$ cat src/rtl/common_cmd_params.svh
// Offsets, field positions, reset values and masks of the command handler.
`ifndef COMMON_CMD_PARAMS_SVH
`define COMMON_CMD_PARAMS_SVH

`define EV_PON 7
`define EV_URQ 6
`define EV_CME 5
`define EV_EXE 4
`define EV_DDE 3
`define EV_QYE 2
`define EV_RQC 1
`define EV_OPC 0

`define EVENT_ENABLE_RESET 8'h00
`define EVENT_STATUS_RESET 8'h00
`define SRQ_ENABLE_RESET 8'h00
`define SRQ_ENABLE_KEEP 8'h33
`define EVENT_MASK_GPIB 8'hFF
`define EVENT_MASK_SERIAL 8'hBC
`define ARG_MAX 9'h0FF
`define OPC_ANSWER 8'h01
`define TST_RAM_BIT 0
`define TST_EEPROM_BIT 1
`define ID_FIXED_FIELD ",0,"

`endif

$ cat src/rtl/common_cmd_pkg.sv
// Types shared by the common command handler and its testbench.
package common_cmd_pkg;

  typedef enum logic [3:0] {
    CMD_IDN_Q,
    CMD_RST,
    CMD_TST_Q,
    CMD_OPC,
    CMD_OPC_Q,
    CMD_WAI,
    CMD_CLS,
    CMD_ESE,
    CMD_ESE_Q,
    CMD_ESR_Q,
    CMD_SRE,
    CMD_SRE_Q
  } cmd_type;

  typedef enum logic [1:0] {
    ST_IDLE,
    ST_WAIT_DONE,
    ST_SELF_TEST,
    ST_RESPOND
  } state_type;

endpackage

$ cat src/rtl/common_command_status_handler.sv
// Common command handler with standard event status and enable registers.
// Operation
// RL1: Numbers arrive as NR1, NR2 or NR3.
// RL2: Character responses are sent upper case.
// RL3: Identity answers maker, model, 0, version.
// RL4: Reset restores factory settings, initial display.
// RL5: Reset keeps communications state untouched.
// RL6: Self-test answers 0 to 3 faults.
// RL7: Operation complete sets bit 0 when idle.
// RL8: Operation complete query answers 1 when idle.
// RL9: Wait is accepted and does nothing.
// RL10: Clear status clears events, keeps queue.
// RL11: Event enable loads and reports 8-bit mask.
// RL12: Event enable mask is zero after power-on.
// RL13: Event status query answers, then clears.
// RL14: Serial link leaves bits 6, 1, 0 unused.
// RL15: Unused event bits stay zero always.
// RL16: Service enable keeps bits 0,1,4,5, starts zero.
`timescale 1ns/10ps
`include "common_cmd_params.svh"

module common_command_status_handler
  import common_cmd_pkg::*;
#(
  parameter int MAKER_LEN = 5,
  parameter logic [8*MAKER_LEN-1:0] MAKER_NAME = "maker",
  parameter int MODEL_LEN = 5,
  parameter logic [8*MODEL_LEN-1:0] MODEL_NAME = "model",
  parameter int VERSION_LEN = 5,
  parameter logic [8*VERSION_LEN-1:0] VERSION_NAME = "v1.00"
) (
  input wire logic clk,
  input wire logic reset_n,
  input wire logic cmdValid,
  input wire logic [3:0] cmdCode,
  input wire logic [8:0] cmdArg,
  input wire logic cmdArgRoundUp,
  input wire logic gpibActive,
  input wire logic pendingBusy,
  input wire logic selfTestDone,
  input wire logic ramFault,
  input wire logic eepromFault,
  input wire logic evPowerOn,
  input wire logic evUserRequest,
  input wire logic evCommandError,
  input wire logic evExecError,
  input wire logic evDeviceError,
  input wire logic evQueryError,
  input wire logic evControlRequest,
  input wire logic respReady,
  output logic cmdReady_r,
  output logic respValid_r,
  output logic [7:0] respChar_r,
  output logic respLast_r,
  output logic factoryReset_r,
  output logic selfTestStart_r,
  output logic clearStatus_r,
  output logic [7:0] eventEnable_r,
  output logic [7:0] eventStatus_r,
  output logic [7:0] srqEnable_r,
  output logic eventSummary_r
);

  localparam int ID_LEN = MAKER_LEN + MODEL_LEN + VERSION_LEN + 4;
  // RL3: four-field identity
  localparam logic [8*ID_LEN-1:0] ID_TEXT =
    {MAKER_NAME, ",", MODEL_NAME, `ID_FIXED_FIELD, VERSION_NAME};

  generate
    if (MAKER_LEN < 1 || MODEL_LEN < 1 || VERSION_LEN < 1) begin : g_chk
      $error("Identity fields must not be empty.");
    end
  endgenerate

  state_type state_r, state_nxt;
  cmd_type held_r, held_nxt;
  logic cmdReady_nxt, factoryReset_nxt, selfTestStart_nxt, clearStatus_nxt;
  logic [7:0] eventEnable_nxt, eventStatus_nxt, srqEnable_nxt;
  logic eventSummary_nxt;
  logic serStart, serText, serBusy;
  logic [7:0] serValue;
  logic [7:0] ifaceMask, newEvents, argByte;
  logic [9:0] argSum;
  logic argBad;

  // RL1: rounded NRf value
  assign argSum = {1'b0, cmdArg} + {9'h000, cmdArgRoundUp};
  assign argBad = argSum > {1'b0, `ARG_MAX};
  assign argByte = argSum[7:0];

  // RL14: bits in use per interface
  assign ifaceMask = gpibActive ? `EVENT_MASK_GPIB : `EVENT_MASK_SERIAL;

  always_comb begin
    state_nxt = state_r;
    held_nxt = held_r;
    factoryReset_nxt = 1'b0;
    selfTestStart_nxt = 1'b0;
    clearStatus_nxt = 1'b0;
    eventEnable_nxt = eventEnable_r;
    srqEnable_nxt = srqEnable_r;
    eventStatus_nxt = eventStatus_r;
    serStart = 1'b0;
    serText = 1'b0;
    serValue = 8'h00;
    newEvents = 8'h00;
    newEvents[`EV_PON] = evPowerOn;
    newEvents[`EV_URQ] = evUserRequest;
    newEvents[`EV_CME] = evCommandError;
    newEvents[`EV_EXE] = evExecError;
    newEvents[`EV_DDE] = evDeviceError;
    newEvents[`EV_QYE] = evQueryError;
    newEvents[`EV_RQC] = evControlRequest;
    unique case (state_r)
      ST_IDLE: begin
        if (cmdValid && cmdReady_r) begin
          held_nxt = cmd_type'(cmdCode);
          unique case (cmd_type'(cmdCode))
            CMD_IDN_Q: begin
              serStart = 1'b1;
              serText = 1'b1;
              state_nxt = ST_RESPOND;
            end
            // RL4: factory defaults
            // RL5: comms kept
            CMD_RST: factoryReset_nxt = 1'b1;
            CMD_TST_Q: begin
              selfTestStart_nxt = 1'b1;
              state_nxt = ST_SELF_TEST;
            end
            CMD_OPC, CMD_OPC_Q: state_nxt = ST_WAIT_DONE;
            // RL9: accepted, no effect
            CMD_WAI: ;
            // RL10: clear status
            CMD_CLS: begin
              clearStatus_nxt = 1'b1;
              eventStatus_nxt = 8'h00;
              if (!gpibActive) begin
                eventEnable_nxt = `EVENT_ENABLE_RESET;
                srqEnable_nxt = `SRQ_ENABLE_RESET;
              end
            end
            // RL11: load event mask
            CMD_ESE: begin
              if (argBad) begin
                newEvents[`EV_EXE] = 1'b1;
              end else begin
                eventEnable_nxt = argByte;
              end
            end
            CMD_ESE_Q: begin
              serStart = 1'b1;
              serValue = eventEnable_r;
              state_nxt = ST_RESPOND;
            end
            // RL13: report then clear
            CMD_ESR_Q: begin
              serStart = 1'b1;
              serValue = eventStatus_r;
              eventStatus_nxt = 8'h00;
              state_nxt = ST_RESPOND;
            end
            // RL16: ignored bits dropped
            CMD_SRE: begin
              if (argBad) begin
                newEvents[`EV_EXE] = 1'b1;
              end else begin
                srqEnable_nxt = argByte & `SRQ_ENABLE_KEEP;
              end
            end
            CMD_SRE_Q: begin
              serStart = 1'b1;
              serValue = srqEnable_r;
              state_nxt = ST_RESPOND;
            end
            default: newEvents[`EV_CME] = 1'b1;
          endcase
        end
      end
      ST_WAIT_DONE: begin
        if (!pendingBusy) begin
          if (held_r == CMD_OPC_Q) begin
            // RL8: answer 1
            serStart = 1'b1;
            serValue = `OPC_ANSWER;
            state_nxt = ST_RESPOND;
          end else begin
            // RL7: set complete bit
            newEvents[`EV_OPC] = 1'b1;
            state_nxt = ST_IDLE;
          end
        end
      end
      ST_SELF_TEST: begin
        if (selfTestDone) begin
          // RL6: fault code 0-3
          serStart = 1'b1;
          serValue = 8'h00;
          serValue[`TST_RAM_BIT] = ramFault;
          serValue[`TST_EEPROM_BIT] = eepromFault;
          state_nxt = ST_RESPOND;
        end
      end
      ST_RESPOND: begin
        if (!serBusy && !serStart && respValid_r == 1'b0) begin
          state_nxt = ST_IDLE;
        end
      end
    endcase
    // RL15: unused bits never set
    eventStatus_nxt = (eventStatus_nxt | newEvents) & ifaceMask;
    eventSummary_nxt = |(eventStatus_nxt & eventEnable_nxt);
    cmdReady_nxt = (state_nxt == ST_IDLE);
  end

  always_ff @(posedge clk or negedge reset_n) begin
    if (!reset_n) begin
      state_r <= ST_IDLE;
      held_r <= CMD_WAI;
      cmdReady_r <= 1'b0;
      factoryReset_r <= 1'b0;
      selfTestStart_r <= 1'b0;
      clearStatus_r <= 1'b0;
      // RL12: mask zero at power-on
      eventEnable_r <= `EVENT_ENABLE_RESET;
      eventStatus_r <= `EVENT_STATUS_RESET;
      srqEnable_r <= `SRQ_ENABLE_RESET;
      eventSummary_r <= 1'b0;
    end else begin
      state_r <= state_nxt;
      held_r <= held_nxt;
      cmdReady_r <= cmdReady_nxt;
      factoryReset_r <= factoryReset_nxt;
      selfTestStart_r <= selfTestStart_nxt;
      clearStatus_r <= clearStatus_nxt;
      eventEnable_r <= eventEnable_nxt;
      eventStatus_r <= eventStatus_nxt;
      srqEnable_r <= srqEnable_nxt;
      eventSummary_r <= eventSummary_nxt;
    end
  end

  response_serializer #(
    .ID_LEN(ID_LEN),
    .ID_TEXT(ID_TEXT)
  ) u_serializer (
    .clk(clk),
    .reset_n(reset_n),
    .start(serStart),
    .textMode(serText),
    .value(serValue),
    .respReady(respReady),
    .respValid_r(respValid_r),
    .respChar_r(respChar_r),
    .respLast_r(respLast_r),
    .busy_r(serBusy)
  );

endmodule

$ cat src/rtl/response_serializer.sv
// Turns an integer or the identification text into response characters.
`timescale 1ns/10ps
`include "common_cmd_params.svh"

module response_serializer #(
  parameter int ID_LEN = 16,
  parameter logic [8*ID_LEN-1:0] ID_TEXT = "ABCDEFGHIJKLMNOP"
) (
  input wire logic clk,
  input wire logic reset_n,
  input wire logic start,
  input wire logic textMode,
  input wire logic [7:0] value,
  input wire logic respReady,
  output logic respValid_r,
  output logic [7:0] respChar_r,
  output logic respLast_r,
  output logic busy_r
);

  localparam int IW = $clog2(ID_LEN + 1);
  localparam logic [IW-1:0] TEXT_LAST = IW'(ID_LEN - 1);

  generate
    if (ID_LEN < 5) begin : g_len_check
      $error("Identification text too short for four fields.");
    end
  endgenerate

  // Character parameters always leave in upper case.
  function automatic logic [7:0] upper(input logic [7:0] c);
    if (c >= 8'h61 && c <= 8'h7A) begin
      upper = c - 8'h20;
    end else begin
      upper = c;
    end
  endfunction

  function automatic logic [7:0] ascii_digit(input logic [3:0] d);
    ascii_digit = 8'h30 + {4'h0, d};
  endfunction

  logic textMode_r, textMode_nxt;
  logic [IW-1:0] index_r, index_nxt;
  logic [IW-1:0] last_r, last_nxt;
  logic [7:0] digits_r [3];
  logic [7:0] digits_nxt [3];
  logic respValid_nxt, respLast_nxt, busy_nxt;
  logic [7:0] respChar_nxt;
  logic [7:0] curChar;
  logic [IW-1:0] curIndex;

  always_comb begin
    textMode_nxt = textMode_r;
    index_nxt = index_r;
    last_nxt = last_r;
    digits_nxt = digits_r;
    busy_nxt = busy_r;
    respValid_nxt = respValid_r;
    respChar_nxt = respChar_r;
    respLast_nxt = respLast_r;
    curIndex = index_r;
    curChar = 8'h00;
    if (!busy_r && start) begin
      textMode_nxt = textMode;
      index_nxt = '0;
      curIndex = '0;
      busy_nxt = 1'b1;
      // RL1: NR1 integer form
      if (value >= 8'd100) begin
        digits_nxt[0] = ascii_digit(4'(value / 8'd100));
        digits_nxt[1] = ascii_digit(4'((value / 8'd10) % 8'd10));
        digits_nxt[2] = ascii_digit(4'(value % 8'd10));
        last_nxt = IW'(2);
      end else if (value >= 8'd10) begin
        digits_nxt[0] = ascii_digit(4'(value / 8'd10));
        digits_nxt[1] = ascii_digit(4'(value % 8'd10));
        digits_nxt[2] = 8'h30;
        last_nxt = IW'(1);
      end else begin
        digits_nxt[0] = ascii_digit(value[3:0]);
        digits_nxt[1] = 8'h30;
        digits_nxt[2] = 8'h30;
        last_nxt = '0;
      end
      if (textMode) begin
        last_nxt = TEXT_LAST;
      end
    end else if (busy_r && respValid_r && respReady) begin
      if (respLast_r) begin
        busy_nxt = 1'b0;
      end
      index_nxt = index_r + IW'(1);
      curIndex = index_r + IW'(1);
    end
    if (busy_nxt) begin
      // RL2: upper-case text
      if (textMode_nxt) begin
        curChar = upper(ID_TEXT[8*(ID_LEN-1-int'(curIndex)) +: 8]);
      end else begin
        curChar = digits_nxt[curIndex[1:0]];
      end
    end
    respValid_nxt = busy_nxt;
    respChar_nxt = busy_nxt ? curChar : 8'h00;
    respLast_nxt = busy_nxt && (curIndex == last_nxt);
  end

  always_ff @(posedge clk or negedge reset_n) begin
    if (!reset_n) begin
      textMode_r <= 1'b0;
      index_r <= '0;
      last_r <= '0;
      digits_r <= '{8'h30, 8'h30, 8'h30};
      busy_r <= 1'b0;
      respValid_r <= 1'b0;
      respChar_r <= 8'h00;
      respLast_r <= 1'b0;
    end else begin
      textMode_r <= textMode_nxt;
      index_r <= index_nxt;
      last_r <= last_nxt;
      digits_r <= digits_nxt;
      busy_r <= busy_nxt;
      respValid_r <= respValid_nxt;
      respChar_r <= respChar_nxt;
      respLast_r <= respLast_nxt;
    end
  end

endmodule
$ cat config.mk
export PLATFORM = sky130hd
export DESIGN_NAME = common_command_status_handler
export DESIGN_NICKNAME = d
export VERILOG_FILES = /design/src/rtl/common_cmd_pkg.sv /design/src/rtl/common_command_status_handler.sv /design/src/rtl/response_serializer.sv
export VERILOG_INCLUDE_DIRS = /design/src /design/src/rtl
export SDC_FILE = /design/constraint.sdc
export NUM_CORES = 1
export LEC_CHECK = 0
export CORE_MARGIN = 1.5
export CORE_UTILIZATION = 40
export DETAILED_ROUTE_END_ITERATION = 12
export DONT_BUFFER_PORTS = 1
export PLACE_DENSITY = 0.54
export SKIP_CTS_REPAIR_TIMING = 1
export SLEW_MARGIN = 0
export SYNTH_ARGS = -nofsm -noshare
export SYNTH_HDL_FRONTEND = slang
export SYNTH_HIERARCHICAL = 1
export SYNTH_SLANG_ARGS = --single-unit
export TNS_END_PERCENT = 20
$ cat constraint.sdc
create_clock -name clk -period 13.8 [get_ports clk]
set_input_delay 2.76 -clock clk [delete_from_list [all_inputs] [get_ports clk]]
set_output_delay 2.76 -clock clk [all_outputs]
set_load 0.005 [all_outputs]
Yosys cells after proc, flatten, opt, wreduce, memory -nomap -nowiden
Index checks and enable logic that the tools add are counted.
{"block": "classes", "addsub": 9, "n_div": 4, "order_cmp": 6, "eq_ne": 18, "n_shift": 1, "mux": 70, "bitwise_logic": 5, "n_reduce_logical": 19}
{"operator": "$shiftx 152x32->8 const A", "count": 1}
{"operator": "$mux 8", "count": 15}
{"operator": "$mux 24", "count": 3}
{"operator": "$pmux 8 s3", "count": 2}
{"operator": "$add 6x4->7 const A", "count": 5}
{"operator": "$pmux 8 s2", "count": 2}
{"operator": "$mux 1", "count": 30}
{"operator": "$mux 5", "count": 5}
{"operator": "$eq 4x3->1 const B", "count": 5}
{"operator": "$and 8x8->8", "count": 2}
{"operator": "$bmux 8 s2", "count": 1}
{"operator": "$eq 4x4->1 const B", "count": 4}
{"operator": "$ge 8x7->1 const B", "count": 2}
{"operator": "$mod 8x4->8 const B", "count": 2}
{"operator": "$mux 2", "count": 8}
{"operator": "$reduce_or 12->1", "count": 1}
{"operator": "$add 9x1->10", "count": 1}
{"operator": "$gt 10x8->1 const B", "count": 1}
{"operator": "$div 8x4->8 const B", "count": 1}
{"operator": "$div 8x7->8 const B", "count": 1}
{"operator": "$eq 4x2->1 const B", "count": 2}
{"operator": "$ge 8x4->1 const B", "count": 1}
{"operator": "$le 8x7->1 const B", "count": 1}
{"operator": "$or 8x8->8", "count": 1}
{"operator": "other kinds (25)", "count": 35}
{"block": "totals", "regBits": 80, "inputBits": 30, "output_inout_bits": 39, "elab_cells": 151}

Longest topological paths before layout
{"block": "depth", "word_depth": 14, "ltp_mapped": 24, "mapped_depth_nobuf": 22}

By module
The synthesis kept the hierarchy.
{"module": "response_serializer", "instances": 1, "cells_per_inst": 424, "area_per_inst_um2": 3502.1, "seq_area_each_um2": 1133.6}
{"module": "common_command_status_handler", "instances": 1, "cells_per_inst": 228, "area_per_inst_um2": 2019.4, "seq_area_each_um2": 778.2}

Worst setup path before layout
OpenSTA, ideal clock, no wires.
{"block": "synth_path", "kind": "input -> register", "from": "in cmdCode[0]", "to": "reg u_serializer/digits_r[10] (netlist bit)", "setup_ns": 0.087, "t_arrival_ns": 7.144, "setup_slack_ns": 6.570, "stages": 23, "path_buffers": 4, "path_cell_list": "clkbuf_1 buf_1 mux2i_1 nor2_1 clkbuf_1 inv_1 ha_1 or2_2 clkbuf_1 nor4_1 a211oi_2 o21ai_2 ha_1 nand2_1 a31oi_1 nand4_2 a22oi_1 inv_1 ha_1 o21ai_0 a21oi_1 or3_1 o211ai_1"}
{"element": "from (decl)", "line_no": "common_command_status_handler.sv:35", "source": "input wire logic [3:0] cmdCode,"}
{"element": "to (signal assigned)", "line_no": "response_serializer.sv:114", "source": "digits_r <= '{8'h30, 8'h30, 8'h30};"}
{"element": "to (signal assigned)", "line_no": "response_serializer.sv:123", "source": "digits_r <= digits_nxt;"}
{"element": "to (decl)", "line_no": "response_serializer.sv:46", "source": "logic [7:0] digits_r [3];"}

==> flow_metrics.py <==
metrics = {
    "status": {
        "run_status": "completed",
    },
    "global_routing": {
        "maximum_number_of_pins_on_one_net_before_global_route_repair": 77,
        "grt_pass1_wl_mm": 24.7,
        "antenna_violations_before_repair": 0,
        "gr-total-overflow": 0,
        "total_global_route_track_usage_pct": 21.5,
        "first_global_vias": 4594,
    },
    "final_layout": {
        "most-common-layout-cells": "sky130_fd_sc_hd__nand2_1 (74), sky130_fd_sc_hd__dfrtp_1 (68), sky130_fd_sc_hd__nor2_1 (50), sky130_fd_sc_hd__a21oi_1 (43), sky130_fd_sc_hd__o21ai_0 (36)",
        "final_nets": 681,
        "multiInputGateArea_um2": 3320,
        "finished_layout_cell_area_um2": 5980,
        "post_route_cells_drive_above_1_share_pct": 9.80,
        "antenna_cells_inserted": 0,
        "layout.cells.most_common": "sky130_fd_sc_hd__nand2_1",
        "syn_to_final_growth_pct": 8.25,
        "area.sequential_um2": 1910,
        "fillCellCount": 1355,
    },
    "critical_path": {
        "worst-endpoint-arrival_ns": 7.60,
        "critPathCaptureType": "register",
        "reg2reg_setup_slack_ns": 8.24,
        "cp-start-kind": "input port",
        "worstPathMaxFanout": 22,
        "critical_path_required_ns": 14.06,
        "classification_of_the_worst_setup_path": "in -> reg",
    },
    "clock_network": {
        "tritoncts": "built",
        "clock-root-buffer": "sky130_fd_sc_hd__clkbuf_16",
        "clock_path_buffers": 2,
        "cts_num_sinks": 76,
        "clkLatencyLatePin_ns": 0.34,
        "numCtsBuffers": 9,
        "ctsHtreeMaxLevel": 3,
        "path_clk_slew_ns": 0.06,
    },
    "synth": {
        "register_bit_count_reported_by_yosys": 76,
        "synth.lib_cells_used.distinct": 91,
        "post_synth_instance_area_um2": 5520,
        "postSynthAreaPerCell_um2": 8.47,
        "yosysSeqAreaShare_pct": 34.6,
        "ys.flop_type": "sky130_fd_sc_hd__dfrtp_1",
        "ys_async_sr_fraction_pct": 100,
        "synth_cells": 652,
        "edff_count_synth": 0,
        "yosys_warnings": 6,
    },
    "sta": {
        "achievable-frequency_mhz": 136,
        "finalCriticalPeriod_ns": 7.34,
        "slew_viol_final": 0,
        "fin_tns_setup_ns": 0,
        "setup_violations": 0,
        "final-hold-violation-count": 0,
        "worst_margin_slew_ns": 0.862,
        "timing.max_slew.rel_slack_pct": 42.2,
        "grt_setup_unrepaired": "false",
        "layout_worst_path_cycle_share_pct": 53.2,
        "timing.clock.skew_ns": 0.00786,
        "worst_hold_slack_ns": 0.468,
    },
    "power": {
        "power.switching_fraction_pct": 39.0,
        "vdd.ir_drop.worst_v": 0.0000941,
        "share_seq_of_total_power_pct": 30.6,
        "power_frac_clock_pct": 26.0,
        "power_density_nw_per_um2": 173,
        "total_leakage_power_nw": 2.55,
        "p_comb_share_pct": 43.4,
        "power.switching_mw": 0.404,
        "intPower_mw": 0.632,
    },
    "placement": {
        "dp_hpwl_mm": 10.8,
        "place.port_buffers": 0,
        "finalWeightedCongestion": 0.889,
        "post_place_instance_area_um2": 5640,
    },
    "die": {
        "count_of_pins_on_the_block_boundary": 69,
        "die_width_um": 120,
        "rows": 42,
        "die_area_um2": 14500,
        "floorplan.initialDensity_pct": 41.4,
        "die-height_um": 120,
        "area_of_the_core_um2": 13300,
    },
    "detailed_routing": {
        "post_drt_wl_per_cell_um": 18.3,
        "vias_per_cell": 6.01,
        "drcViolationCount": 0,
        "dr.first_iter.drc_count": 350,
        "detailroute.via_count": 4922,
        "antenna_violating_nets_post_route": 0,
        "drt-pass1-iter-count": 5,
        "postRouteWirelength_mm": 15.0,
    },
    "min_path": {
        "timing.hold.worst.class": "reg -> reg",
    },
    "job": {
        "drv_cap": 0,
    },
}
synthesized netlist by cell type (4+ instances only):
master                      instances  share of area [%]
sky130_fd_sc_hd__xnor2_1           10                1.6
sky130_fd_sc_hd__nand4_1            4               0.45
sky130_fd_sc_hd__dfrtp_1           68                 31
sky130_fd_sc_hd__o2111ai_1          4               0.63
sky130_fd_sc_hd__a211oi_1          11                1.5
sky130_fd_sc_hd__o21ai_1            4               0.36
sky130_fd_sc_hd__mux2_2             7                1.4
sky130_fd_sc_hd__mux2i_1           12                2.2
sky130_fd_sc_hd__o311ai_0           4               0.63
sky130_fd_sc_hd__buf_4              6               0.82
sky130_fd_sc_hd__o41ai_1            4               0.63
sky130_fd_sc_hd__nand2b_1          14                1.6
sky130_fd_sc_hd__xor2_1            10                1.6
sky130_fd_sc_hd__dfstp_2            8                3.8
sky130_fd_sc_hd__and4_1             5               0.79
sky130_fd_sc_hd__buf_2              5               0.45
sky130_fd_sc_hd__nand2_1           74                5.0
sky130_fd_sc_hd__a21o_1             9                1.2
sky130_fd_sc_hd__nor2b_1           13                1.5
sky130_fd_sc_hd__nor2_1            50                3.4
sky130_fd_sc_hd__or3_1              7               0.79
sky130_fd_sc_hd__ha_1              13                2.9
sky130_fd_sc_hd__nand3_1           16                1.5
sky130_fd_sc_hd__nor3_1            13                1.2
sky130_fd_sc_hd__clkbuf_1          20                1.4
sky130_fd_sc_hd__and2_1            15                1.7
sky130_fd_sc_hd__o32ai_1            6               0.95
sky130_fd_sc_hd__a211o_1            4               0.63
sky130_fd_sc_hd__nor4_1             4               0.45
sky130_fd_sc_hd__a31oi_1           10                1.1
sky130_fd_sc_hd__nor3b_1            5               0.68
sky130_fd_sc_hd__a22oi_1            6               0.82
sky130_fd_sc_hd__o31ai_1            5               0.68
sky130_fd_sc_hd__o21ai_0           36                3.3
sky130_fd_sc_hd__o21a_1             6               0.82
sky130_fd_sc_hd__a221oi_1           6               0.95
sky130_fd_sc_hd__inv_1             33                2.2
sky130_fd_sc_hd__buf_1              4               0.27
sky130_fd_sc_hd__o22ai_1            5               0.57
sky130_fd_sc_hd__a21oi_1           43                3.9
worst paths after layout:
path	start	to	cells after the start
worst max-delay path	cmdValid	u_serializer/digits_r[10]$_DFF_PN0_	20
worst min-delay path	held_r[2]$_DFFE_PN1P_	held_r[2]$_DFFE_PN1P_	2
worst max register to register	state_r[0]$_DFF_PN0_	u_serializer/digits_r[10]$_DFF_PN0_	20
worst min register to register	held_r[2]$_DFFE_PN1P_	held_r[2]$_DFFE_PN1P_	2
max in group asynchronous	reset_n	u_serializer/digits_r[13]$_DFF_PN1_	0
min in group asynchronous	reset_n	selfTestStart_r$_DFF_PN0_	0
power by group through the flow:
| stage | clock network, mW | registers (mW) | logic, mW |
|---|---|---|---|
| 2_1_floorplan | 0 | 0.304 | 0.368 |
| 3_3_place_gp | 0 | 0.321 | 0.431 |
| 3_5_place_dp | 0 | 0.320 | 0.440 |
| 4_1_cts | 0.274 | 0.316 | 0.444 |
| 5_1_grt | 0.284 | 0.323 | 0.502 |
| 6_report | 0.269 | 0.317 | 0.450 |
per-stage QoR:
step	cells	utilization (%)	power [mW]	setup slack, ns
5_1_grt	819	44.8	1.11	6.00
3_3_place_gp	803	42.3	0.752	6.31
2_1_floorplan	655	-	0.672	6.57
3_5_place_dp	803	42.3	0.760	6.15
6_report	819	44.8	1.04	6.46
4_1_cts	819	44.8	1.03	6.49
sequential cells by signal (all words and copies together), names as in the netlist:
name,cells
selfTestStart_r,1
state_r,2
cmdReady_r,1
u_serializer/digits_r,24
u_serializer/index_r,5
clearStatus_r,1
u_serializer/respLast_r,1
u_serializer/last_r,5
u_serializer/busy_r,1
u_serializer/textMode_r,1
u_serializer/respChar_r,8
srqEnable_r,4
factoryReset_r,1
held_r,4
eventSummary_r,1
eventStatus_r,8
eventEnable_r,8
area by class of cell:
cell class	count	area share (%)
Multi-Input combinational cell	508	55.5
Sequential cell	76	32.0
Clock buffer	11	3.89
Tap cell	176	3.68
Inverter	34	2.14
Clock inverter	5	1.67
Timing Repair Buffer	9	1.13
worst max-delay path, cell delays in order:
cell and delay (ns):
sky130_fd_sc_hd__nand4bb_1 0.34, sky130_fd_sc_hd__nor2_1 0.31, sky130_fd_sc_hd__nand2_1 0.20, sky130_fd_sc_hd__nor2_1 0.14, sky130_fd_sc_hd__buf_4 0.25, sky130_fd_sc_hd__inv_1 0.21, sky130_fd_sc_hd__ha_1 0.31, sky130_fd_sc_hd__nor2_1 0.41
sky130_fd_sc_hd__nand2_1 0.13, sky130_fd_sc_hd__o32ai_1 0.51, sky130_fd_sc_hd__o32ai_1 0.16, sky130_fd_sc_hd__mux2i_1 0.44, sky130_fd_sc_hd__nand4_2 0.22, sky130_fd_sc_hd__a22oi_1 0.25, sky130_fd_sc_hd__inv_1 0.07, sky130_fd_sc_hd__ha_1 0.27
sky130_fd_sc_hd__o21ai_0 0.08, sky130_fd_sc_hd__a21oi_1 0.06, sky130_fd_sc_hd__or3_1 0.36, sky130_fd_sc_hd__o211ai_1 0.09
logic make-up (layout without fill, tap and decap cells):
kind of cell | count (synthesis) | after routing | share of synthesized area (%)
other | 1 | 4 | 0.0679
adders and majority gates | 14 | 14 | 3.13
muxes | 19 | 19 | 3.60
buffers and inverters | 71 | 59 | 5.51
AOI/OAI and AO/OA | 201 | 201 | 25.8
DFF | 76 | 76 | 34.6
xor gates and xnor gates | 21 | 21 | 3.47
and+or+nand+nor | 249 | 249 | 23.8
layer usage:
| metal | vias up | routed length, um | GRT usage (%) |
|---|---|---|---|
| met5 | - | 0 | 0 |
| met4 | 0 | 249 | 6.54 |
| met3 | 22 | 751 | 3.87 |
| met2 | 144 | 6640 | 32.2 |
| met1 | 2400 | 7350 | 31.4 |
| li1 | 2356 | - | - |
(Power assumes the default switching activity.)
